$ cat src/lcdb_pkg.sv
// Constants and carrier types of the LCD bias and pin select block
package lcdb_pkg;

    localparam int DATA_W = 32;
    localparam int ADDR_W = 8;

    // Register byte offsets
    localparam logic [ADDR_W-1:0] ADDR_CTRL = 8'h00;
    localparam logic [ADDR_W-1:0] ADDR_REF = 8'h04;
    localparam logic [ADDR_W-1:0] ADDR_LADDER = 8'h08;
    localparam logic [ADDR_W-1:0] ADDR_SEG_EN = 8'h0C;
    localparam logic [ADDR_W-1:0] ADDR_SEG_DIR = 8'h10;
    localparam logic [ADDR_W-1:0] ADDR_STATUS = 8'h14;

    // Control word fields
    localparam int CTRL_ACTIVE_BIT = 0;
    localparam int CTRL_WAVE_BIT = 1;
    localparam int CTRL_MUX_LSB = 2;
    localparam int CTRL_CST_LSB = 4;
    localparam int CTRL_COMDIR_LSB = 8;

    // Reference word fields
    localparam int REF_EN_BIT = 0;
    localparam int REF_FVR_BIT = 1;
    localparam int REF_IDLE_BIT = 2;
    localparam int REF_EXT_LSB = 3;

    // Ladder word fields
    localparam int LAD_CODE_LSB = 0;
    localparam int LAD_B_LSB = 4;
    localparam int LAD_A_LSB = 6;

    // Status word fields
    localparam int STAT_MODEB_BIT = 0;
    localparam int STAT_FVRREQ_BIT = 1;
    localparam int STAT_REFON_BIT = 2;
    localparam int STAT_COM_LSB = 3;
    localparam int STAT_CST_BIT = 7;

    // Reset values
    localparam logic [3:0] COMDIR_RST = 4'hF;
    localparam logic [2:0] EXT_RST = 3'h0;
    localparam logic [1:0] LAD_POWER_RST = 2'h0;
    localparam logic [2:0] LAD_CODE_RST = 3'h0;
    localparam logic [1:0] MUX_RST = 2'h0;
    localparam logic [2:0] CST_RST = 3'h0;
    localparam logic SEG_EN_RST = 1'b0;
    localparam logic SEG_DIR_RST = 1'b1;

    // Ladder power level meaning "off"
    localparam logic [1:0] LAD_POWER_OFF = 2'h0;

    typedef struct packed {
        logic [1:0] ladderPower;
        logic ladderModeB;
        logic contrastOn;
        logic [2:0] contrastTap;
        logic refOn;
        logic refFromFvr;
        logic fvrBufOn;
        logic fvrRequest;
        logic [2:0] extBiasPinEn;
    } lcdb_bias_s;

    typedef struct packed {
        logic active;
        logic waveB;
        logic [2:0] code;
    } lcdb_timing_s;

endpackage
$ cat src/lcdb_bias_pin_select.sv
// Top of the LCD bias reference control and pin function select block
//
// Our own choices: the address map and the address-and-strobe port.
`timescale 1ns/10ps
module lcdb_bias_pin_select
    import lcdb_pkg::*;
#(
    parameter int SEG_PINS = 32
) (
    // Clock and reset
    input wire logic clock,
    input wire logic rst_b,
    // Register port
    input wire logic [ADDR_W-1:0] regAddr,
    input wire logic [DATA_W-1:0] regWdata,
    input wire logic regWrite,
    input wire logic regRead,
    output logic [DATA_W-1:0] regRdata,
    // Timing inputs
    input wire logic clk32kPin,
    input wire logic intervalStart,
    // Bias control outputs
    output lcdb_bias_s biasCtrl,
    // Pin function outputs
    output logic [3:0] comDriver,
    output logic [3:0] comOutEn,
    output logic [SEG_PINS-1:0] segDriver,
    output logic [SEG_PINS-1:0] segOutEn
);

    typedef struct packed {
        logic moduleActiveFlag;
        logic waveformTypeSelect;
        logic [1:0] commonMuxSelect;
        logic [2:0] contrastStepSelect;
        logic [3:0] comDir;
        logic refEnable;
        logic refFromFvr;
        logic ladderIdleBufferOff;
        logic [2:0] externalBiasPin;
        logic [1:0] powerA;
        logic [1:0] powerB;
        logic [2:0] timingCode;
        logic [SEG_PINS-1:0] segmentPinEnable;
        logic [SEG_PINS-1:0] pinDirectionControl;
        logic [2:0] sync;
        lcdb_bias_s bias;
        logic [3:0] comDrv;
        logic [3:0] comOe;
        logic [SEG_PINS-1:0] segDrv;
        logic [SEG_PINS-1:0] segOe;
        logic [DATA_W-1:0] rdata;
    } lcdb_main_s;

    lcdb_main_s st_ff;
    lcdb_main_s nxt_st;
    lcdb_timing_s timing;
    logic tick;
    logic modeB;

    // Commons 0..mux are in use
    function automatic logic [3:0] com_mask(input logic [1:0] mux);
        logic [3:0] m;
        m = 4'h0;
        for (int i = 0; i < 4; i++) begin
            m[i] = (2'(i) <= mux);
        end
        return m;
    endfunction

    // Driver pins always drive; I/O pins drive when the direction bit is clear
    function automatic logic pin_drive(input logic isDriver, input logic dirIn);
        return isDriver | ~dirIn;
    endfunction

    // Rising edge of the slow clock after two synchroniser stages
    assign tick = st_ff.sync[1] & ~st_ff.sync[2];

    // The timer sees the settings one cycle after their write
    assign timing = '{
        active: st_ff.moduleActiveFlag,
        waveB: st_ff.waveformTypeSelect,
        code: st_ff.timingCode
    };

    lcdb_ladder_timer u_timer (
        .clock(clock),
        .rst_b(rst_b),
        .tick(tick),
        .intervalStart(intervalStart),
        .timing(timing),
        .inModeB(modeB)
    );

    always_comb begin
        logic refOn;
        logic [3:0] cm;
        refOn = 1'b0;
        cm = 4'h0;
        nxt_st = st_ff;
        nxt_st.sync = {st_ff.sync[1:0], clk32kPin};

        // Register writes
        if (regWrite) begin
            if (regAddr == ADDR_CTRL) begin
                nxt_st.moduleActiveFlag = regWdata[CTRL_ACTIVE_BIT];
                nxt_st.waveformTypeSelect = regWdata[CTRL_WAVE_BIT];
                nxt_st.commonMuxSelect = regWdata[CTRL_MUX_LSB +: 2];
                nxt_st.contrastStepSelect = regWdata[CTRL_CST_LSB +: 3];
                nxt_st.comDir = regWdata[CTRL_COMDIR_LSB +: 4];
            end else if (regAddr == ADDR_REF) begin
                nxt_st.refEnable = regWdata[REF_EN_BIT];
                nxt_st.refFromFvr = regWdata[REF_FVR_BIT];
                nxt_st.ladderIdleBufferOff = regWdata[REF_IDLE_BIT];
                nxt_st.externalBiasPin = regWdata[REF_EXT_LSB +: 3];
            end else if (regAddr == ADDR_LADDER) begin
                nxt_st.timingCode = regWdata[LAD_CODE_LSB +: 3];
                nxt_st.powerB = regWdata[LAD_B_LSB +: 2];
                nxt_st.powerA = regWdata[LAD_A_LSB +: 2];
            end else if (regAddr == ADDR_SEG_EN) begin
                nxt_st.segmentPinEnable = regWdata[SEG_PINS-1:0];
            end else if (regAddr == ADDR_SEG_DIR) begin
                nxt_st.pinDirectionControl = regWdata[SEG_PINS-1:0];
            end
        end

        // Register reads, data valid in the following cycle
        nxt_st.rdata = '0;
        if (regRead) begin
            if (regAddr == ADDR_CTRL) begin
                nxt_st.rdata[CTRL_ACTIVE_BIT] = st_ff.moduleActiveFlag;
                nxt_st.rdata[CTRL_WAVE_BIT] = st_ff.waveformTypeSelect;
                nxt_st.rdata[CTRL_MUX_LSB +: 2] = st_ff.commonMuxSelect;
                nxt_st.rdata[CTRL_CST_LSB +: 3] = st_ff.contrastStepSelect;
                nxt_st.rdata[CTRL_COMDIR_LSB +: 4] = st_ff.comDir;
            end else if (regAddr == ADDR_REF) begin
                nxt_st.rdata[REF_EN_BIT] = st_ff.refEnable;
                nxt_st.rdata[REF_FVR_BIT] = st_ff.refFromFvr;
                nxt_st.rdata[REF_IDLE_BIT] = st_ff.ladderIdleBufferOff;
                nxt_st.rdata[REF_EXT_LSB +: 3] = st_ff.externalBiasPin;
            end else if (regAddr == ADDR_LADDER) begin
                nxt_st.rdata[LAD_CODE_LSB +: 3] = st_ff.timingCode;
                nxt_st.rdata[LAD_B_LSB +: 2] = st_ff.powerB;
                nxt_st.rdata[LAD_A_LSB +: 2] = st_ff.powerA;
            end else if (regAddr == ADDR_SEG_EN) begin
                nxt_st.rdata[SEG_PINS-1:0] = st_ff.segmentPinEnable;
            end else if (regAddr == ADDR_SEG_DIR) begin
                nxt_st.rdata[SEG_PINS-1:0] = st_ff.pinDirectionControl;
            end else if (regAddr == ADDR_STATUS) begin
                nxt_st.rdata[STAT_MODEB_BIT] = st_ff.bias.ladderModeB;
                nxt_st.rdata[STAT_FVRREQ_BIT] = st_ff.bias.fvrRequest;
                nxt_st.rdata[STAT_REFON_BIT] = st_ff.bias.refOn;
                nxt_st.rdata[STAT_COM_LSB +: 4] = st_ff.comDrv;
                nxt_st.rdata[STAT_CST_BIT] = st_ff.bias.contrastOn;
            end
        end

        // Bias outputs follow the registered settings one cycle later
        refOn = st_ff.moduleActiveFlag && st_ff.refEnable;
        nxt_st.bias.ladderModeB = modeB;
        if (!st_ff.moduleActiveFlag) begin
            nxt_st.bias.ladderPower = LAD_POWER_OFF;
        end else if (modeB) begin
            nxt_st.bias.ladderPower = st_ff.powerB;
        end else begin
            nxt_st.bias.ladderPower = st_ff.powerA;
        end
        // With no internal reference the contrast ladder has nothing to trim
        nxt_st.bias.contrastOn = refOn;
        nxt_st.bias.contrastTap = refOn ? st_ff.contrastStepSelect : CST_RST;
        nxt_st.bias.refOn = refOn;
        nxt_st.bias.refFromFvr = refOn && st_ff.refFromFvr;
        nxt_st.bias.fvrRequest = refOn && st_ff.refFromFvr;
        nxt_st.bias.fvrBufOn = refOn && st_ff.refFromFvr
            && !(st_ff.ladderIdleBufferOff && modeB);
        // External taps never gate the internal ladder
        nxt_st.bias.extBiasPinEn = st_ff.externalBiasPin;

        // Pin functions; commons are drivers only while the module is active
        cm = st_ff.moduleActiveFlag ? com_mask(st_ff.commonMuxSelect) : 4'h0;
        nxt_st.comDrv = cm;
        for (int i = 0; i < 4; i++) begin
            nxt_st.comOe[i] = pin_drive(cm[i], st_ff.comDir[i]);
        end
        nxt_st.segDrv = st_ff.segmentPinEnable;
        for (int i = 0; i < SEG_PINS; i++) begin
            nxt_st.segOe[i] = pin_drive(st_ff.segmentPinEnable[i],
                st_ff.pinDirectionControl[i]);
        end
    end

    always_ff @(posedge clock or negedge rst_b) begin
        if (!rst_b) begin
            st_ff <= '0;
            st_ff.comDir <= COMDIR_RST;
            st_ff.externalBiasPin <= EXT_RST;
            st_ff.powerA <= LAD_POWER_RST;
            st_ff.powerB <= LAD_POWER_RST;
            st_ff.timingCode <= LAD_CODE_RST;
            st_ff.commonMuxSelect <= MUX_RST;
            st_ff.contrastStepSelect <= CST_RST;
            st_ff.segmentPinEnable <= {SEG_PINS{SEG_EN_RST}};
            st_ff.pinDirectionControl <= {SEG_PINS{SEG_DIR_RST}};
        end else begin
            st_ff <= nxt_st;
        end
    end

    assign regRdata = st_ff.rdata;
    assign biasCtrl = st_ff.bias;
    assign comDriver = st_ff.comDrv;
    assign comOutEn = st_ff.comOe;
    assign segDriver = st_ff.segDrv;
    assign segOutEn = st_ff.segOe;

    a_contrast_off_idle: assert property (@(posedge clock) disable iff (!rst_b)
        !st_ff.moduleActiveFlag |=> !biasCtrl.contrastOn && biasCtrl.contrastTap == CST_RST)
        else $error("contrast ladder on while inactive");

    a_contrast_tap: assert property (@(posedge clock) disable iff (!rst_b)
        st_ff.moduleActiveFlag && st_ff.refEnable
            |=> biasCtrl.contrastTap == $past(st_ff.contrastStepSelect))
        else $error("contrast tap does not follow step select");

    a_ref_off_idle: assert property (@(posedge clock) disable iff (!rst_b)
        !st_ff.moduleActiveFlag |=> !biasCtrl.refOn && !biasCtrl.fvrRequest)
        else $error("internal reference on while inactive");

    a_fvr_auto: assert property (@(posedge clock) disable iff (!rst_b)
        st_ff.moduleActiveFlag && st_ff.refEnable && st_ff.refFromFvr |=> biasCtrl.fvrRequest)
        else $error("fixed reference not requested");

    a_buffer_idle_b: assert property (@(posedge clock) disable iff (!rst_b)
        biasCtrl.ladderModeB && $past(st_ff.ladderIdleBufferOff) |-> !biasCtrl.fvrBufOn)
        else $error("reference buffer on in mode B with idle bit set");

    a_power_select: assert property (@(posedge clock) disable iff (!rst_b)
        st_ff.moduleActiveFlag && modeB |=> biasCtrl.ladderPower == $past(st_ff.powerB))
        else $error("ladder power not mode B level");

    a_com_mask: assert property (@(posedge clock) disable iff (!rst_b)
        st_ff.moduleActiveFlag && st_ff.commonMuxSelect == 2'h1 |=> comDriver == 4'h3)
        else $error("common pins wrong for two-way mux");

    a_seg_override: assert property (@(posedge clock) disable iff (!rst_b)
        st_ff.segmentPinEnable[0] |=> segDriver[0] && segOutEn[0])
        else $error("segment enable did not override direction");

    a_com_dir: assert property (@(posedge clock) disable iff (!rst_b)
        !st_ff.moduleActiveFlag |=> comOutEn == ~$past(st_ff.comDir))
        else $error("I/O common pin ignores direction bit");

    a_ref_on_active: assert property (@(posedge clock) disable iff (!rst_b)
        st_ff.moduleActiveFlag && st_ff.refEnable |=> biasCtrl.contrastOn && biasCtrl.refOn)
        else $error("internal reference not on while enabled");

    a_no_ref_trim: assert property (@(posedge clock) disable iff (!rst_b)
        !st_ff.refEnable |=> !biasCtrl.contrastOn && !biasCtrl.refFromFvr)
        else $error("contrast or source on without internal reference");

    a_tap_no_ref: assert property (@(posedge clock) disable iff (!rst_b)
        !st_ff.refEnable |=> biasCtrl.contrastTap == CST_RST)
        else $error("contrast tap set without internal reference");

    a_power_off_idle: assert property (@(posedge clock) disable iff (!rst_b)
        !st_ff.moduleActiveFlag |=> biasCtrl.ladderPower == LAD_POWER_OFF)
        else $error("ladder powered while inactive");

    a_power_mode_a: assert property (@(posedge clock) disable iff (!rst_b)
        st_ff.moduleActiveFlag && !modeB |=> biasCtrl.ladderPower == $past(st_ff.powerA))
        else $error("ladder power not mode A level");

    a_buffer_on_a: assert property (@(posedge clock) disable iff (!rst_b)
        st_ff.moduleActiveFlag && st_ff.refEnable && st_ff.refFromFvr && !modeB
            |=> biasCtrl.fvrBufOn)
        else $error("reference buffer off in mode A");

    a_fvr_unneeded: assert property (@(posedge clock) disable iff (!rst_b)
        !st_ff.refFromFvr |=> !biasCtrl.fvrRequest && !biasCtrl.fvrBufOn)
        else $error("fixed reference requested without need");

    a_ext_keeps_ladder: assert property (@(posedge clock) disable iff (!rst_b)
        st_ff.moduleActiveFlag && st_ff.externalBiasPin != 3'h0 && !modeB
            |=> biasCtrl.ladderPower == $past(st_ff.powerA))
        else $error("external bias pins stopped the ladder");

    a_com_static: assert property (@(posedge clock) disable iff (!rst_b)
        st_ff.moduleActiveFlag && st_ff.commonMuxSelect == 2'h0 |=> comDriver == 4'h1)
        else $error("common pins wrong for static drive");

    a_com_full_dir: assert property (@(posedge clock) disable iff (!rst_b)
        st_ff.moduleActiveFlag && st_ff.commonMuxSelect == 2'h3 |=> comOutEn == 4'hF)
        else $error("common driver obeyed direction bit");

    a_seg_io_dir: assert property (@(posedge clock) disable iff (!rst_b)
        !st_ff.segmentPinEnable[0]
            |=> !segDriver[0] && segOutEn[0] == !$past(st_ff.pinDirectionControl[0]))
        else $error("I/O segment pin ignores direction bit");

endmodule

$ cat src/lcdb_ladder_timer.sv
// Mode A / mode B timing of the reference ladder within one waveform interval
`timescale 1ns/10ps
module lcdb_ladder_timer
    import lcdb_pkg::*;
(
    // Clock and reset
    input wire logic clock,
    input wire logic rst_b,
    // Timing control
    input wire logic tick,
    input wire logic intervalStart,
    input wire lcdb_timing_s timing,
    // Result
    output logic inModeB
);

    typedef struct packed {
        logic [2:0] cnt;
        logic modeB;
    } lcdb_timer_s;

    lcdb_timer_s st_ff;
    lcdb_timer_s nxt_st;

    // Waveform type only changes the interval length; mode A length is the code either way
    always_comb begin
        nxt_st = st_ff;
        if (intervalStart) begin
            nxt_st.cnt = 3'h0;
            nxt_st.modeB = (timing.code == 3'h0);
        end else if (timing.active && tick && !st_ff.modeB) begin
            nxt_st.cnt = 3'(st_ff.cnt + 3'h1);
            if (3'(st_ff.cnt + 3'h1) == timing.code) begin
                nxt_st.modeB = 1'b1;
            end
        end
    end

    always_ff @(posedge clock or negedge rst_b) begin
        if (!rst_b) begin
            st_ff <= '0;
        end else begin
            st_ff <= nxt_st;
        end
    end

    assign inModeB = st_ff.modeB;

    a_start_mode_a: assert property (@(posedge clock) disable iff (!rst_b)
        intervalStart && timing.code != 3'h0 |=> !inModeB && st_ff.cnt == 3'h0)
        else $error("interval start did not restart mode A");

    a_n_clocks_a: assert property (@(posedge clock) disable iff (!rst_b)
        !intervalStart && timing.active && tick && !st_ff.modeB
            && st_ff.cnt == 3'(timing.code - 3'h1) |=> inModeB)
        else $error("mode B not entered after n clocks");

    a_b_holds: assert property (@(posedge clock) disable iff (!rst_b)
        inModeB && !intervalStart |=> inModeB)
        else $error("mode B left before interval end");

    a_idle_frozen: assert property (@(posedge clock) disable iff (!rst_b)
        !timing.active && !intervalStart |=> $stable(st_ff.cnt))
        else $error("timer counted while module inactive");

endmodule

$ cat config.mk
export PLATFORM = sky130hd
export DESIGN_NAME = lcdb_bias_pin_select
export DESIGN_NICKNAME = d
export VERILOG_FILES = /design/src/lcdb_pkg.sv /design/src/lcdb_bias_pin_select.sv /design/src/lcdb_ladder_timer.sv
export SDC_FILE = /design/constraint.sdc
export NUM_CORES = 1
export LEC_CHECK = 0
export ABC_AREA = 1
export BUFFER_PORTS_ARGS = -buffer_cell sky130_fd_sc_hd__buf_2
export CAP_MARGIN = 20
export CORE_MARGIN = 2
export CORE_UTILIZATION = 56
export DETAILED_ROUTE_END_ITERATION = 12
export PLACE_DENSITY = 0.9
export SYNTH_ARGS = -nofsm -noshare
export SYNTH_HDL_FRONTEND = slang
export SYNTH_SLANG_ARGS = --single-unit
$ cat constraint.sdc
create_clock -name clock -period 1.45 [get_ports clock]
set_input_delay 0.145 -clock clock [delete_from_list [all_inputs] [get_ports clock]]
set_output_delay 0.145 -clock clock [all_outputs]
set_load 0.01 [all_outputs]
Yosys cells after proc, flatten, opt, wreduce, memory -nomap -nowiden:

Cells that the tools add are included.

* add/subtract/negate cells: 1
* magnitude comparators: 4
* eq/ne operators: 6
* multiplexer cells: 22
* bitwise logic cells: 78
* reductions and logical operators: 18

Operators by type and width (number)
* 2-to-1 mux 32 bit: 2
* 2-to-1 mux 24 bit: 2
* NOT 1 bit: 41
* OR 1 bit: 36
* 2-to-1 mux 26 bit: 1
* 2-to-1 mux 20 bit: 1
* 2-to-1 mux 4 bit: 5
* == test 8 x 4 -> 1 bit (second input constant): 2
* == test 8 x 5 -> 1 bit (second input constant): 2
* 2-to-1 mux 8 bit: 2
* == test 8 x 3 -> 1 bit (second input constant): 1
* zero test 8 bit: 1
* 2-to-1 mux 7 bit: 1
* logical AND 1 bit: 6
* 2-to-1 mux 3 bit: 2
* 2-to-1 mux 6 bit: 1
* AND reduction 6 bit: 1
* AND reduction 5 bit: 1
* less-or-equal comparator 1 x 2 -> 1 bit (first input constant): 2
* less-or-equal comparator 2 bit (first input constant): 2
* 2-to-1 mux 2 bit: 2
* AND reduction 2 bit: 2
* AND reduction 4 bit: 1
* nonzero test 2 bit: 2
* other kinds (7): 10

* flip-flop bits (word level): 211
* input bits: 46
* word-level logic and storage cells: 158

Depth between registers and ports, before layout:

Gate-level depths: netlist (run 1).

* word-level depth: 8
* gate-level depth with buffers: 11
* gate-level depth less buffers: 10

Modules after synthesis:

From an unflattened synthesis (run 1), not the netlist that was laid out.

* cells, all modules: 890
* area total of the unflattened synthesis: 8748.4 µm²

By module, submodules not included
* lcdb_bias_pin_select: instances 1, cells an instance 853, area each 8471.9 µm²
* lcdb_ladder_timer: instances 1, cells an instance 37, area each 276.5 µm²

Least setup slack after synthesis (run 1):

OpenSTA, ideal clock, no wires.

* kind: register -> register
* from: register u_timer.st_ff[1] (netlist name)
* to: register u_timer.st_ff, in the netlist u_timer.inModeB
* arrival: 1.160 ns
* required time: 1.373 ns
* path slack: 0.213 ns
* stages on the path, launching flop included: 7
* buffers on the path: 0
* path through: dfrtp_1 -> ha_1 -> xnor2_1 -> nand3_1 -> nor2_1 -> nor2_1 -> a21oi_1

* longest elaborated chain between the ends: 4

Ends and longest elaborated chain
* start, declared: RTL line lcdb_ladder_timer.sv:22 `lcdb_timer_s st_ff;`
* start signal, assigned: RTL line lcdb_ladder_timer.sv:43 `st_ff <= nxt_st;`
* adder 3 x 1 -> 3 bit: RTL line lcdb_ladder_timer.sv:33 `if (3'(st_ff.cnt + 3'h1) == timing.code) begin`
* == test 3 bit: RTL line lcdb_ladder_timer.sv:33
* nonzero test 2 bit (no line)
* AND reduction 2 bit (no line)

Every way passes these cells.
A chain may end at the register's enable or synchronous reset.

==> impl_metrics.yaml, run 1 <==
synth:
  asyncSetResetFlopFracSynth_pct: 100
  synth_flop_cell: "dfrtp_1"
  synthesis.instances: 886
  synthesis.nets: 933
  syn_avg_cell_area_sq_um: 10.2
  synth_cell_types: 30
  post_synth_main_area_contributors: "dfrtp_1 (48%), buf_4 (10%), dfstp_2 (10%)"
  ys_seq_elements: 211
  synth_warn: 0
  synth.largest_area_cell: "dfrtp_1"
  synth.cell_area_sq_um: 9080
  share_of_the_yosys_chip_area_belonging_to_registers_pct: 58.6
  most_frequent_cell_after_synthesis: "nand2_1"
  synth.cells.most_frequent: "nand2_1 (180), dfrtp_1 (175), buf_4 (127)"
  synth.top_cell.area_share_pct: 48.2
  post_synth_edffs: 0
clocking:
  cts_tree: "yes"
  clock_path_buffers: 3
  tritoncts.num_buffers: 21
  post_cts.repair.setup_buffers: 0
  clk_transition_reported_paths_ns: 0.06
  htree_num_levels: 1
  cts_sinks: 211
  clock_tree.root_cell: "clkbuf_16"
  clock_latency_ns: 0.49
timing:
  timing.setup.tns_ns: 0
  final-max-slew-violation-count: 0
  final-setup-viol-count: 0
  layout_worst_path_cycle_share_pct: 93.1
  max_slew_margin_pct: 72.5
  final_hold_vio_count: 0
  worst-slew-pin-transition_ns: 0.410
  max_freq_mhz: 741
  timing.final.crit_period_ns: 1.35
  worst_clock_skew_ns: 0.0134
global_route:
  first_global_vias: 6383
  grtUsageTotal_pct: 23.2
  globalRoute.totalOverflow: 0
  number_of_antenna_violations_at_the_first_check_in_global_routing: 0
  grt_first_pass_wirelength_um: 32400
  grt_start_max_net_pins: 48
placed_design:
  gp_routability_congestion: 0.924
  port-buffer-count: 163
  hpwlAfterDp_um: 13100
cells_and_area:
  antenna-diode-count: 0
  share_of_layout_cells_above_drive_strength_1_pct: 35.7
  areaGrowthSynthToFinish_pct: 14.9
  layout.filler_cells: 1180
  number_of_nets_in_the_finished_design: 1036
  utilization_pct: 65.7
min_path:
  worstHoldPathCells: 3
  destination_of_the_worst_hold_path: "st_ff[185]"
  worst_hold_path_type: "in2reg"
  hold_start: "regWdata[0]"
pwr:
  ir_drop_uv: 701
  pwrdens_nw_per_um2: 1170
  p_leak_nw: 5.15
route:
  dr.first_iter.drc_count: 478
  routed_wirelength_um: 19700
  postRouteAntennaNets: 0
  route.detailed.wl_per_inst_um: 16.1
  drc_errors: 0
  detail_route.vias_per_cell: 5.14
  vias_post_dr: 6266
  drt_pre_antenna_iters: 5
critical_path:
  r2r_end: "u_timer.inModeB"
  critical-path-top-delay-family: "buffers and inverters"
  crit_path_top_delay_cell: "dlygate4sd3_1"
  worst_ep_arrival_time_ns: 1.73
  crit_path_cell_trace: "dlygate4sd3_1 > buf_2 > inv_1 > nor2_4 > nand2_2 > buf_12 > a211oi_2"
  worstPathRequired_ns: 1.83
  worst_case_reg_to_reg_path_depth: 6
  cp_slowest_stage_delay_ns: 0.52
  crit_type: "in2reg"
  worst_setup_path_start_kind: "input pin"
  regToRegSetupSlack_ns: 0.1
  reg2reg_from: "u_timer.st_ff[1]"
  path_max_fanout: 14
  cp_num_buf_inv: 4
  crit_path_end_kind: "register"
die:
  core_region_area_sq_um: 15900
  start_util_pct: 57.2
  die_x_um: 131
  fp.dieH_um: 131
  floorplan.rows: 46
  design.die.area_sq_um: 17300
  design.portCount: 164
run:
  timing.max_cap.violations: 0
run_status:
  outcome: "finished, final reports clean"
metrics by stage:
stage | total power [mW] | hold WS (ns) | instance area, sq um | worst slack (ns) | instances
final | 12.2 | 0.0188 | 10400 | 0.0998 | 1219
after CTS | 12.3 | 0.0111 | 10400 | 0.0758 | 1219
after floorplan | 6.85 | -0.151 | 9080 | 0.213 | 886
after detailed placement | 7.17 | 0.0987 | 9460 | 0.00355 | 1151
after global placement | 7.13 | 0.0935 | 9460 | 0.0469 | 1151
after global routing | 12.7 | 0.0413 | 10400 | -0.00296 | 1219
metal layers:
layer,wire length (um),up-vias,GRT usage (%),share of wire (%)
li1,-,2871,-,-
met1,7670,3054,29.4,39
met2,9850,270,39.2,50
met3,1320,71,4.09,6.7
met4,837,0,10.3,4.3
met5,0,-,0,0
how the worst max path moves through the flow:
| stage | cells past startpoint | slack (ns) | startpoint | end |
|---|---|---|---|---|
| floorplan | 6 | 0.21 | u_timer.st_ff[1] | u_timer.inModeB |
| global placement | 9 | 0.05 | regAddr[6] | regRdata[11] |
| detailed placement | 9 | 0.004 | regAddr[4] | regRdata[11] |
| CTS | 6 | 0.08 | u_timer.st_ff[1] | u_timer.inModeB |
| global route | 6 | -0.003 | st_ff[208] | u_timer.inModeB |
| finish | 7 | 0.1 | regRead | regRdata[27] |
state kept, by name (all words and copies together) (netlist names):
register,count
comDriver,4
segDriver,32
u_timer.st_ff,3
nxt_st,37
st_ff,54
regRdata,32
segOutEn,32
u_timer.inModeB,1
comOutEn,4
biasCtrl,12
tightest hold or removal path, cell delays in order:
cell and delay (ns):
buf_2 0.07, inv_1 0.10, o21ai_2 0.15
cells by family after synthesis:
group                    count (synthesis)  synth area share (%)
adder cells (fa/ha/maj)                  1                 0.138
buffers and inverters                  245                  16.0
AO/OA/AOI/OAI                          151                  11.0
XOR/XNOR                                 4                 0.386
flip-flops                             211                  58.6
AND/OR/NAND/NOR                        274                  13.8
cells in the final DEF, fill, tap and decap left out, types with 10 or more instances in the layout:
master / netlist / routed
inv_2: 11 / 11
nand2_1: 180 / 180
dfrtp_1: 175 / 175
inv_1: 88 / 88
o21ai_2: 36 / 36
buf_4: 127 / 21
clkbuf_16: 0 / 21
o21ai_0: 33 / 33
o21ai_1: 47 / 47
dfstp_2: 36 / 36
nand3_1: 25 / 25
buf_2: 9 / 162
nor2_1: 38 / 38
buf_12: 0 / 10
a211oi_2: 14 / 14
dlygate4sd3_1: 0 / 31
a21oi_1: 20 / 20
cell type report:
cell class                      instances  area (sq um)  area share, %
Timing Repair Buffer                  225          1490           14.3
Clock inverter                         10          58.8          0.563
Inverter                              100           378           3.62
Multi-Input combinational cell        430          2310           22.2
Sequential cell                       211          5330           51.0
Tap cell                              216           270           2.59
Clock buffer                           27           598           5.73
what timing repair did:
item / CTS / global route
resized for setup: 0 / 1
setup endpoints to repair: 0 / 1
hold endpoints to repair: 243 / 0
hold buffers: 31 / 0
where the power goes:
group	total, mW	internal [mW]	switching [mW]
sequential	6.30	6.15	0.149
clock	5.09	2.92	2.17
combinational	0.838	0.329	0.509
total	12.2	9.40	2.83
Power figures use the tool's default switching activity.
==> inputs of run 2 (changes only) <==
- clock period: 1.45 -> 1.4 ns (I/O delays scaled with it)
==> run 2 against run 1 <==
Compared with the run above:
- sequential power increased by 3.7%
- hold slack worse by 0.013 ns
- clock skew shrank 0.0017 ns
- via count fell by 0.80%
- critical path depth did not move
- flip-flop and latch count is the same
- first-iteration DRC count fell by 4.4%
- critical path type unchanged
- critical endpoint is now regRdata[31]
- largest cell class unchanged
- largest power group unchanged
- highest routed layer unchanged
==> impl_metrics.yaml, run 2 (synthesis results as in run 1) <==
run_status:
  outcome: "finished, final reports clean"
critical_path:
  crit_path_end_kind: "register"
  path_max_fanout: 17
  reg2reg_from: "st_ff[208]"
  crit_type: "in2reg"
  critPathLaunch: "regRead"
  worst_ep_arrival_time_ns: 1.71
  worstPathRequired_ns: 1.80
  worst_setup_path_start_kind: "input pin"
timing:
  worst-slew-pin-transition_ns: 0.419
  max_freq_mhz: 759
  max_slew_margin_pct: 72.0
  worst_clock_skew_ns: 0.0117
  timing.setup.tns_ns: 0
  layout_worst_path_cycle_share_pct: 94.1
  final_hold_vio_count: 0
  final-setup-viol-count: 0
  rsz0062_at_grt: "no"
  final-max-slew-violation-count: 0
  timing.final.crit_period_ns: 1.32
cells_and_area:
  registers.top_by_ff_count: "st_ff"
  utilization_pct: 67.1
  commonest_non_fill_non_tap_cell_in_the_layout: "nand2_1"
  antenna-diode-count: 0
  areaGrowthSynthToFinish_pct: 17.3
  flip_flop_count_of_the_largest_register_after_layout: 54
  share_of_layout_cells_above_drive_strength_1_pct: 36.2
  seq_area_sq_um: 5330
  multiInputGateArea_sq_um: 2320
  layout.filler_cells: 1175
  number_of_nets_in_the_finished_design: 1042
  final_cell_mix: "nand2_1 (180), dfrtp_1 (175), buf_2 (162)"
min_path:
  worst_hold_path_type: "in2reg"
  hold_start: "regWdata[6]"
route:
  route.detailed.wl_per_inst_um: 16.1
  drt_pre_antenna_iters: 5
  dr.first_iter.drc_count: 457
  drc_errors: 0
  routed_wirelength_um: 19700
  vias_post_dr: 6216
  postRouteAntennaNets: 0
  detail_route.vias_per_cell: 5.07
clocking:
  clock_latency_ns: 0.49
  cts_sinks: 211
  clock_path_buffers: 3
  clock_tree.root_cell: "clkbuf_16"
  tritoncts.num_buffers: 22
  cts_tree: "yes"
  htree_num_levels: 1
  clk_transition_reported_paths_ns: 0.06
pwr:
  pwrdens_nw_per_um2: 1280
  p_leak_nw: 5.24
  total_power_mw: 13.7
  ir_drop_uv: 713
placed_design:
  port-buffer-count: 163
  gp_routability_congestion: 0.922
  hpwlAfterDp_um: 12900
global_route:
  number_of_antenna_violations_at_the_first_check_in_global_routing: 0
  grt_start_max_net_pins: 52
  grtUsageTotal_pct: 23.0
  globalRoute.totalOverflow: 0
  grt_first_pass_wirelength_um: 31900
  first_global_vias: 6349
die:
  fp.dieH_um: 131
  design.portCount: 164
  design.die.area_sq_um: 17300
  floorplan.rows: 46
  die_x_um: 131
  core_region_area_sq_um: 15900
  start_util_pct: 57.2
run:
  timing.max_cap.violations: 0
[run 2: changes by cell type in the layout (fill, tap and decap cells not counted), moves of 2 or more]
cell | previous run | this run
buf_4 | 21 | 23
clkbuf_8 | 6 | 4
clkinv_4 | 0 | 3
buf_12 | 10 | 12
clkinv_2 | 7 | 3
bufinv_16 | 0 | 4
clkbuf_16 | 21 | 23
[run 2: cell type report]
cell class	instances	area share [%]
timing repair buffer	230	14.6
multi-input combinational	430	21.8
clock inverter	13	1.73
tap	216	2.54
inverter	100	3.55
sequential	211	50.0
clock buffer	27	5.82
[run 2: per-layer routing]
layer,global-route usage [%],wire length (um)
met1,28.7,7780
met2,39.8,10100
met3,4.13,1140
met4,9.72,726
met5,0,0
[run 2: per-stage QoR]
step / hold slack, ns / instance area (sq um) / cells / setup slack [ns]
global placement: 0.115 / 9500 / 1153 / 0.0454
finish: 0.00560 / 10700 / 1227 / 0.0832
global route: 0.0175 / 10700 / 1227 / 0.0106
floorplan: -0.156 / 9080 / 886 / 0.163
CTS: 0.00601 / 10600 / 1225 / 0.0424
detailed placement: 0.119 / 9500 / 1153 / -0.0407
[run 2: critical path, stage by stage]
cell and delay [ns]:
dlygate4sd3_1 0.53, buf_2 0.21, inv_1 0.18, nor2_4 0.15, nand2_2 0.11, buf_12 0.19, nor3_2 0.19
[run 2: worst paths after layout]
kind	end	slack, ns	cells after the start
worst min register to register	nxt_st[120]	0.35	0
worst max register to register	u_timer.inModeB	0.11	6
worst min-delay path	st_ff[190]	0.006	3
min in group asynchronous	nxt_st[120]	0.14	2
worst max-delay path	regRdata[31]	0.08	7
max in group asynchronous	st_ff[127]	0.59	3
[run 2: power breakdown]
group | internal, mW | leakage (nW) | switching [mW]
Sequential | 6.37 | 2.61 | 0.155
Combinational | 0.344 | 2.25 | 0.523
Clock | 3.91 | 0.387 | 2.36
[run 2: what timing repair did]
action                     4_1_cts  5_1_grt
hold endpoints to repair       251        0
hold buffers                    32        0
setup endpoints to repair        0        1
setup buffers                    0        2
resized for setup                0        2
==> inputs of run 3 (changes only) <==
- CORE_MARGIN: 2 -> 4
==> run 3 against run 2 <==
Compared with the run above:
- sequential share of layout area increased by 0.68 points
- flip-flop and latch count did not move
- routed wire length up 2.7%
- critical path depth unchanged
- combinational power up 1%
- sequential power about the same
- clock power is 14% lower
- worst setup slack improved by 0.0065 ns
- utilization fell by 0.91 points
- critical endpoint is now regRdata[22]
- largest power group unchanged
==> impl_metrics.yaml, run 3 (synthesis results as in run 1) <==
critical_path:
  worst_case_reg_to_reg_path_depth: 6
  regToRegSetupSlack_ns: 0.09
  worst_setup_path_start_kind: "input pin"
  crit_type: "in2reg"
  crit_path_cell_trace: "dlygate4sd3_1 > buf_2 > inv_1 > nor2_4 > nand2_2 > buf_12 > a211oi_2"
  reg2reg_from: "u_timer.st_ff[1]"
  worst_ep_arrival_time_ns: 1.70
  worstPathRequired_ns: 1.78
  crit_path_end_kind: "register"
  crit_path_top_delay_cell: "dlygate4sd3_1"
  r2r_end: "u_timer.inModeB"
  cp_num_buf_inv: 4
  cp_slowest_stage_delay_ns: 0.53
  critical-path-top-delay-family: "buffers and inverters"
  path_max_fanout: 18
placed_design:
  port-buffer-count: 163
  placed_cells_incl_taps: 1154
  hpwlAfterDp_um: 13500
  gp_routability_congestion: 0.899
global_route:
  number_of_antenna_violations_at_the_first_check_in_global_routing: 0
  first_global_vias: 6293
  grt_start_max_net_pins: 65
  grt_first_pass_wirelength_um: 32100
  globalRoute.totalOverflow: 0
  grtUsageTotal_pct: 22.1
timing:
  layout_worst_path_cycle_share_pct: 93.6
  max_slew_margin_pct: 78.7
  timing.final.crit_period_ns: 1.31
  max_freq_mhz: 763
  final-setup-viol-count: 0
  final-max-slew-violation-count: 0
  rsz0062_at_grt: "no"
  whs_ns: 0.0189
  final_hold_vio_count: 0
  worst_clock_skew_ns: 0.0182
  worst-slew-pin-transition_ns: 0.319
clocking:
  htree_num_levels: 1
  clock_tree.root_cell: "clkbuf_16"
  cts_tree: "yes"
  tritoncts.num_buffers: 21
  clock_latency_ns: 0.49
  clock_path_buffers: 3
  cts_sinks: 211
  clk_transition_reported_paths_ns: 0.06
cells_and_area:
  commonest_non_fill_non_tap_cell_in_the_layout: "nand2_1"
  flip_flop_count_of_the_largest_register_after_layout: 54
  registers.top_by_ff_count: "st_ff"
  share_of_layout_cells_above_drive_strength_1_pct: 35.7
  final_cell_mix: "nand2_1 (180), dfrtp_1 (175), buf_2 (162)"
  number_of_nets_in_the_finished_design: 1039
  post_layout_nonfiller_instances: 1223
  areaGrowthSynthToFinish_pct: 15.8
die:
  die_x_um: 135
  core_region_area_sq_um: 15900
  design.portCount: 164
  fp.dieH_um: 135
  start_util_pct: 57.2
  floorplan.rows: 46
  design.die.area_sq_um: 18300
min_path:
  worst_hold_path_type: "in2reg"
  hold_start: "regWdata[0]"
  destination_of_the_worst_hold_path: "st_ff[185]"
  worstHoldPathCells: 3
pwr:
  total_power_mw: 12.8
  ir_drop_uv: 847
  pwrdens_nw_per_um2: 1220
  p_leak_nw: 5.19
run_status:
  outcome: "finished, final reports clean"
route:
  route.detailed.wl_per_inst_um: 16.6
  drt_pre_antenna_iters: 5
  vias_post_dr: 6218
  dr.first_iter.drc_count: 597
  detail_route.vias_per_cell: 5.08
  drc_errors: 0
  routed_wirelength_um: 20300
  postRouteAntennaNets: 0
run:
  timing.max_cap.violations: 0
[run 3: changes by cell type in the layout (fill, tap and decap cells not counted), sizes merged]
cell,previous run,this run
buf,197,196
bufinv,4,1
clkbuf,28,31
clkinv,6,5
clkinvlp,3,1
diode,0,1
dlygate4sd3,32,31
[run 3: what timing repair did]
item                                    4_1_cts  5_1_grt
resized for setup                             0        2
buffers inserted                              0        0
endpoints found under the setup margin        0        1
hold endpoints to repair                    246        0
hold buffers                                 31        0
[run 3: worst register-to-register path, cell delays in order, from the launching register on]
cell	delay, ns
dfrtp_1	0.45
ha_4	0.19
xor2_1	0.22
xor2_1	0.16
nor2_1	0.05
nor2_1	0.08
a21oi_1	0.05
[run 3: worst max-delay path by stage]
| stage | start | to | slack (ns) | cells after the start |
|---|---|---|---|---|
| final | regRead | regRdata[22] | 0.09 | 7 |
| after global routing | regRead | regRdata[25] | 0.05 | 7 |
| after CTS | u_timer.st_ff[1] | u_timer.inModeB | 0.08 | 6 |
| after detailed placement | regAddr[2] | regRdata[1] | -0.10 | 11 |
| after global placement | regAddr[2] | regRdata[1] | -0.07 | 11 |
| after floorplan | u_timer.st_ff[1] | u_timer.inModeB | 0.16 | 6 |
[run 3: cell type report]
cell class / count / area (sq um)
clock buffers: 30 / 609
diodes: 1 / 2.50
flip-flops and latches: 211 / 5330
inverters: 100 / 378
repair buffers: 228 / 1540
fillers: 1176 / 5370
multi-input cells: 430 / 2320
clock inverters: 7 / 66.3
well taps: 216 / 270
[run 3: power by group]
group          switching, mW  leakage, nW  internal, mW
combinational          0.535         2.25         0.345
clock                   2.21        0.334          3.21
sequential             0.150         2.61          6.37
[run 3: per-layer routing]
metal / global-route usage (%) / share of wire [%]
met1: 28.3 / 39
met5: 0 / 0
met4: 9.46 / 4.0
met2: 37.4 / 51
met3: 3.71 / 6.8
[run 3: stage by stage]
step	utilization, %	area, sq um	setup slack (ns)	TNS [ns]
2_1_floorplan	-	9080	0.163	0
3_3_place_gp	59.8	9500	-0.0685	-0.0774
3_5_place_dp	59.8	9500	-0.103	-0.223
4_1_cts	66.0	10500	0.0783	0
5_1_grt	66.2	10500	0.0506	0
6_report	66.2	10500	0.0898	0
